--- config.mk ---
export PLATFORM = sky130hd
export DESIGN_NAME = scannable_shift_register_8bit
export DESIGN_NICKNAME = d
export VERILOG_FILES = /design/src/design/scan_reg_pkg.sv /design/src/design/scan_bit_cell.sv /design/src/design/scannable_shift_register_8bit.sv
export SDC_FILE = /design/constraint.sdc
export NUM_CORES = 1
export LEC_CHECK = 0
export ABC_AREA = 0
export CAP_MARGIN = 20
export CORE_AREA = 3 3 41 43
export DETAILED_ROUTE_END_ITERATION = 8
export DIE_AREA = 0 0 44 46
export DONT_BUFFER_PORTS = 1
export SYNTH_ARGS = -nofsm -noshare
export SYNTH_HDL_FRONTEND = slang
export SYNTH_HIERARCHICAL = 1
export SYNTH_SLANG_ARGS = --single-unit
--- constraint.sdc ---
create_clock -name sys_clk -period 1.8 [get_ports sys_clk]
set_input_delay 0.54 -clock sys_clk [delete_from_list [all_inputs] [get_ports sys_clk]]
set_output_delay 0.54 -clock sys_clk [all_outputs]
set_load 0.005 [all_outputs]
--- src/design/scan_reg_pkg.sv ---
// package: widths, reset values and mode codes for the scannable register
package scan_reg_pkg;
  localparam int unsigned DATA_WIDTH = 8;                 // register width
  localparam logic [DATA_WIDTH-1:0] REG_RESET = 8'h00;    // value after clear
  localparam int unsigned SCAN_IN_POS = 0;                // serial input enters here
  // operating modes, one-hot
  typedef enum logic [3:0] {
    MODE_CLEAR = 4'h1,
    MODE_SHIFT = 4'h2,
    MODE_HOLD  = 4'h4,
    MODE_LOAD  = 4'h8
  } mode_t;
endpackage

--- src/design/scan_bit_cell.sv ---
// one storage bit with load/hold/shift selection
`timescale 1ns/1ps
`default_nettype none
module scan_bit_cell (
  input wire logic sys_clk,     // system clock
  input wire logic async_clear, // active-high clear
  input wire logic shift_select, // shift overrides hold/load
  input wire logic hold_load_select, // 1 hold, 0 load
  input wire logic par_bit,     // parallel data bit
  input wire logic shift_bit,   // bit from lower neighbour
  output logic bit_reg          // stored bit
);
  // clear is async and wins over all controls
  always_ff @(posedge sys_clk or posedge async_clear)
  begin
    if (async_clear)
      bit_reg <= 1'b0;
    else if (shift_select)
      bit_reg <= shift_bit;
    else if (!hold_load_select)
      bit_reg <= par_bit;
  end
endmodule
`default_nettype wire

--- src/design/scannable_shift_register_8bit.sv ---
// eight-bit scannable register: parallel load, hold, serial shift, async clear
// Functional notes
// - eight bits in, eight bits out
// - shift select overrides hold/load select
// - shift takes one serial bit per edge
// - select low, load low: parallel capture
// - select low, load high: hold contents
// - all loads and shifts on rising clock edge
// - clear high zeroes all bits immediately
`timescale 1ns/1ps
`default_nettype none
module scannable_shift_register_8bit
  import scan_reg_pkg::*;
#(
  parameter int unsigned WIDTH = DATA_WIDTH // register width
) (
  input wire logic sys_clk,              // system clock, 200 MHz
  input wire logic rst_n,                // active-low reset, joins the master clear
  input wire logic async_clear,          // active-high master clear
  input wire logic shift_select,         // 1 = shift
  input wire logic hold_load_select,     // 1 = hold, 0 = load
  input wire logic serial_in,            // scan data in
  input wire logic [WIDTH-1:0] parallel_in, // parallel data
  output logic [WIDTH-1:0] reg_out,      // stored bits
  output logic scan_out                  // top bit, for chaining
);
  // width must allow a shift chain; one bit has no neighbour to shift from
  if (WIDTH < 2)
  begin : g_bad_width
    $error("WIDTH must be at least 2");
  end

  // the chain below is wired for serial entry at bit 0 only
  if (SCAN_IN_POS != 0)
  begin : g_bad_entry
    $error("serial entry must be bit 0");
  end

  // clear value at this width; the package gives it for eight bits
  localparam logic [WIDTH-1:0] CLEAR_VALUE = WIDTH'(REG_RESET);

  // either clear source empties the register at once, no clock needed
  // a gated reset is a glitch hazard in silicon; both inputs must be clean pins
  logic clear_any; // master clear or active-low reset
  assign clear_any = async_clear | ~rst_n;

  logic [WIDTH-1:0] shift_src; // what each cell takes in shift mode

  // chain: serial into bit 0, each bit moves up one place
  // pure wiring, so a shift costs no more than a load
  assign shift_src = {reg_out[WIDTH-2:0], serial_in};

  // one cell per bit; cells are flops so outputs come from flops
  for (genvar i = 0; i < WIDTH; i++)
  begin : g_cell
    scan_bit_cell u_cell (
      .sys_clk(sys_clk),                // all cells on one edge
      .async_clear(clear_any),
      .shift_select(shift_select),
      .hold_load_select(hold_load_select),
      .par_bit(parallel_in[i]),
      .shift_bit(shift_src[i]),
      .bit_reg(reg_out[i])
    );
  end

  // scan output is the top bit; a copy flop keeps it a register output
  // the copy follows the cells' mode table, so it never lags bit 7
  always_ff @(posedge sys_clk or posedge clear_any)
  begin
    if (clear_any)
      scan_out <= 1'b0;
    else if (shift_select)
      scan_out <= reg_out[WIDTH-2];
    else if (!hold_load_select)
      scan_out <= parallel_in[WIDTH-1];
    // hold leaves the copy, as the cells keep bit 7
  end

  // current mode, for the checks below
  mode_t mode; // decoded from clear and the two selects
  always_comb
  begin
    if (clear_any)
      mode = MODE_CLEAR; // clear beats every select
    else if (shift_select)
      mode = MODE_SHIFT;
    else if (hold_load_select)
      mode = MODE_HOLD; // hold wanted
    else
      mode = MODE_LOAD; // both selects low
  end
endmodule
`default_nettype wire

# Yosys cells after proc, flatten, opt, wreduce, memory -nomap -nowiden

Cells that the tools add are included.

Register bits: 8
Bits of input ports: 14
Output and inout bits: 9
Logic and storage cells: 27

Equal/unequal tests: 1
Mux-type cells: 16
Bitwise gates (word level): 2

Operators by type and width:

| operator                              | number |
|---|---|
| 2-to-1 mux 1 bit                      | 16 |
| != test 2 bit (second input constant) | 1 |
| NOT 1 bit                             | 1 |
| bitwise OR 1 bit                      | 1 |

# Longest topological paths before layout

Depth after elaboration: 2
Gate-level depth with buffers: 3
Gate-level depth less buffers: 3

# Modules after synthesis

The synthesis kept the hierarchy.

Modules (own cells, without submodules):

| module                        | instances | cells each | area an instance (µm²) | seq. area each (µm²) |
|---|---|---|---|---|
| scan_bit_cell                 | 8         | 5          | 47.5                   | 25.0 |
| scannable_shift_register_8bit | 1         | 6          | 53.8                   | 25.0 |

# Worst setup path after synthesis

OpenSTA, ideal clock, no wires.

Path type: flip-flop to output port
Start: register g_cell[6].u_cell.bit_reg
End: output port reg_out[6]
Data arrival time: 0.382 ns
Required time: 1.260 ns
Setup slack: 0.878 ns
Stages on the path, launching flop included: 1
Path buffers: 0
Path through: dfrtp_1

RTL lines:

| what                     | RTL line                            | RTL |
|---|---|---|
| start: declaration       | scan_bit_cell.sv:11                 | `output logic bit_reg` |
| start signal: assignment | scan_bit_cell.sv:19                 | `bit_reg <= shift_bit;` |
| start signal: assignment | scan_bit_cell.sv:21                 | `bit_reg <= par_bit;` |
| end: declaration         | scannable_shift_register_8bit.sv:24 | `output logic [WIDTH-1:0] reg_out,` |

No word-level cell between the ends.

# Worst setup path after layout

Start: register g_cell[2].u_cell.bit_reg
End: output port reg_out[2]

RTL lines:

| what                     | RTL line |
|---|---|
| start: declaration       | scan_bit_cell.sv:11 |
| start signal: assignment | scan_bit_cell.sv:19 |
| start signal: assignment | scan_bit_cell.sv:21 |

No word-level cell between the ends.

==> qor.csv <==
metric,value,unit
status,finished clean,
final.setup.tns,0,ns
grt_max_degree,19,
syn_to_final_growth,10.37,%
avgRoutedWirePerCell,13.26,um
criticalPathCategory,register to output port,
detailed_place_hpwl,657.3,um
synthArstFlopShare,1.000,
cts_tree,done,
ys_top_cells_by_area,"dfrtp_1 52%, mux2i_1 21%, o21ai_1 10%",
final_area,479.2,um^2
p_seq_frac,0.552,
cts-resized-gates,0,
dr_total_vias,318,
antenna_found_initial,0,
port_buffers,0,
clk_pin_slew,0.06,ns
rsz0062_at_grt,false,
postSynthNetCount,60,
nets,65,
dieArea,2024,um^2
worst_pin_slew,0.2492,ns
fillers,147,
num_rows,13,
diodes,0,
ctsHoldBuffers,0,
synth_seq_cells,9,
irDropWorstVdd,0.2767,mV
numCtsBuffers,3,
holdWs,0.07682,ns
max-cap-violations,0,
avgSynthCellArea,9.438,um^2
insertion_delay,0.26,ns
netlist_instances,46,
synth_edf_count,0,
powerDensity,946.2,nW/um^2
crit_path_start_kind,register,
firstDrtPassIters,4,
multi_input_area,175.2,um^2
yosysTopAreaCell,dfrtp_1,
fin_crit_sh,0.6724,
post_synth_num_cell_types,6,
grt_overflow,0,
netlist_area,434.2,um^2
regArea,225.2,um^2
ios,23,
drc,0,
fp.dieW,44,um
holdCritPathClass,input port to async pin,
final-setup-viol-count,0,
p_clk_frac,0.348,
clkSinkCount,9,
hold_violations,0,
cp.required,1.26,ns
critPathCaptureType,output port,
sw_frac_of_total,0.2567,
power.switching,116.4,uW
synth_top_area_share,0.5187,
total_leakage_power,0.2786,nW
synth-warning-count,6,
clock.fmax,0.8263,GHz
drv_slew,0,
initial_utilization,0.3255,
largest_register_ff_count,8,
ctsLongestPathBuffers,2,
synth_seq_area_share,0.5187,
final_util,0.3593,
die_h,46,um
layout-drive-gt1-share,0.06000,
cts_setup_buffers,0,
grt_pass1_wl,1.386,mm
gp_congestion,0.6953,
core_area,1334,um^2
critPathArrivalTime,0.67,ns
wl,862,um
cts-root-buf,clkbuf_4,
period_minus_slack,1.210,ns
skew,0.002673,ns
synth_ff_type,dfrtp_1,
combPwrFrac,0.100,
htree_levels,1,
post_drt_via_cell_ratio,4.892,
drtAntennaViolNets,0,
p_int,337.0,uW
ys_top_cells_by_count,"9 x dfrtp_1, 9 x inv_1, 9 x mux2i_1, 9 x nand2_1, 9 x o21ai_1",
grt_pass1_vias,349,
relSlewSlack,0.8337,
dpl_cell_area,452.9,um^2
grt_use_total,0.1005,
drt_iter0_drc,4,
crit_fanout,3,
## cell usage in the layout (no fill, tap or decap), drive strengths merged
| cell | instances |
|---|---|
| clkbuf | 4 |
| dfrtp | 9 |
| inv | 9 |
| mux2i | 9 |
| nand2 | 9 |
| nor2b | 1 |
| o21ai | 9 |
## power groups by stage
stage	clock network (mW)	registers, mW	logic, mW
2_1_floorplan	0	0.250	0.0402
3_3_place_gp	0	0.254	0.0454
3_5_place_dp	0	0.255	0.0470
4_1_cts	0.169	0.251	0.0470
5_1_grt	0.173	0.255	0.0543
6_report	0.158	0.250	0.0455
## metrics by stage
stage          setup slack, ns  cells  power (mW)
4_1_cts                 0.5696     65      0.4670
2_1_floorplan           0.8778     46      0.2897
5_1_grt                 0.5539     65      0.4817
6_report                0.5898     65      0.4534
3_5_place_dp            0.8671     61      0.3021
3_3_place_gp            0.8686     61      0.2998
## worst paths after layout
check	end	slack [ns]	depth (start not counted)	startpoint
setup / recovery	reg_out[2]	0.59	0	g_cell[2].u_cell/bit_reg$_DFFE_PP0P_
hold / removal	scan_out$_DFFE_PP0P_	0.08	1	async_clear
setup reg to reg	g_cell[2].u_cell/bit_reg$_DFFE_PP0P_	1.06	2	g_cell[2].u_cell/bit_reg$_DFFE_PP0P_
hold reg to reg	g_cell[4].u_cell/bit_reg$_DFFE_PP0P_	0.54	2	g_cell[3].u_cell/bit_reg$_DFFE_PP0P_
max in group asynchronous	g_cell[1].u_cell/bit_reg$_DFFE_PP0P_	1.31	3	rst_n
min in group sys_clk	g_cell[2].u_cell/bit_reg$_DFFE_PP0P_	0.37	1	shift_select
## cells by family after synthesis
logic type,share of synthesized area
buffers and inverters,0.07780
AOI/OAI and AO/OA,0.1037
and+or+nand+nor,0.09222
muxes,0.2075
DFF,0.5187
## final cells by class
type                    instances  share of cell area
multi-input cells              28              0.3655
clock buffers                   4             0.05483
flip-flops and latches          9              0.4700
well taps                      15             0.03916
inverters                       9             0.07050
## metal layers
layer  track usage  wire (um)  vias up
met4       0.09036          0        0
met3       0.04743        101        0
met2        0.1599        418       12
met1       0.09615        343      148
met5             0          0        -
li1              -          -      158
No activity file was read; power rests on OpenSTA's default activity.
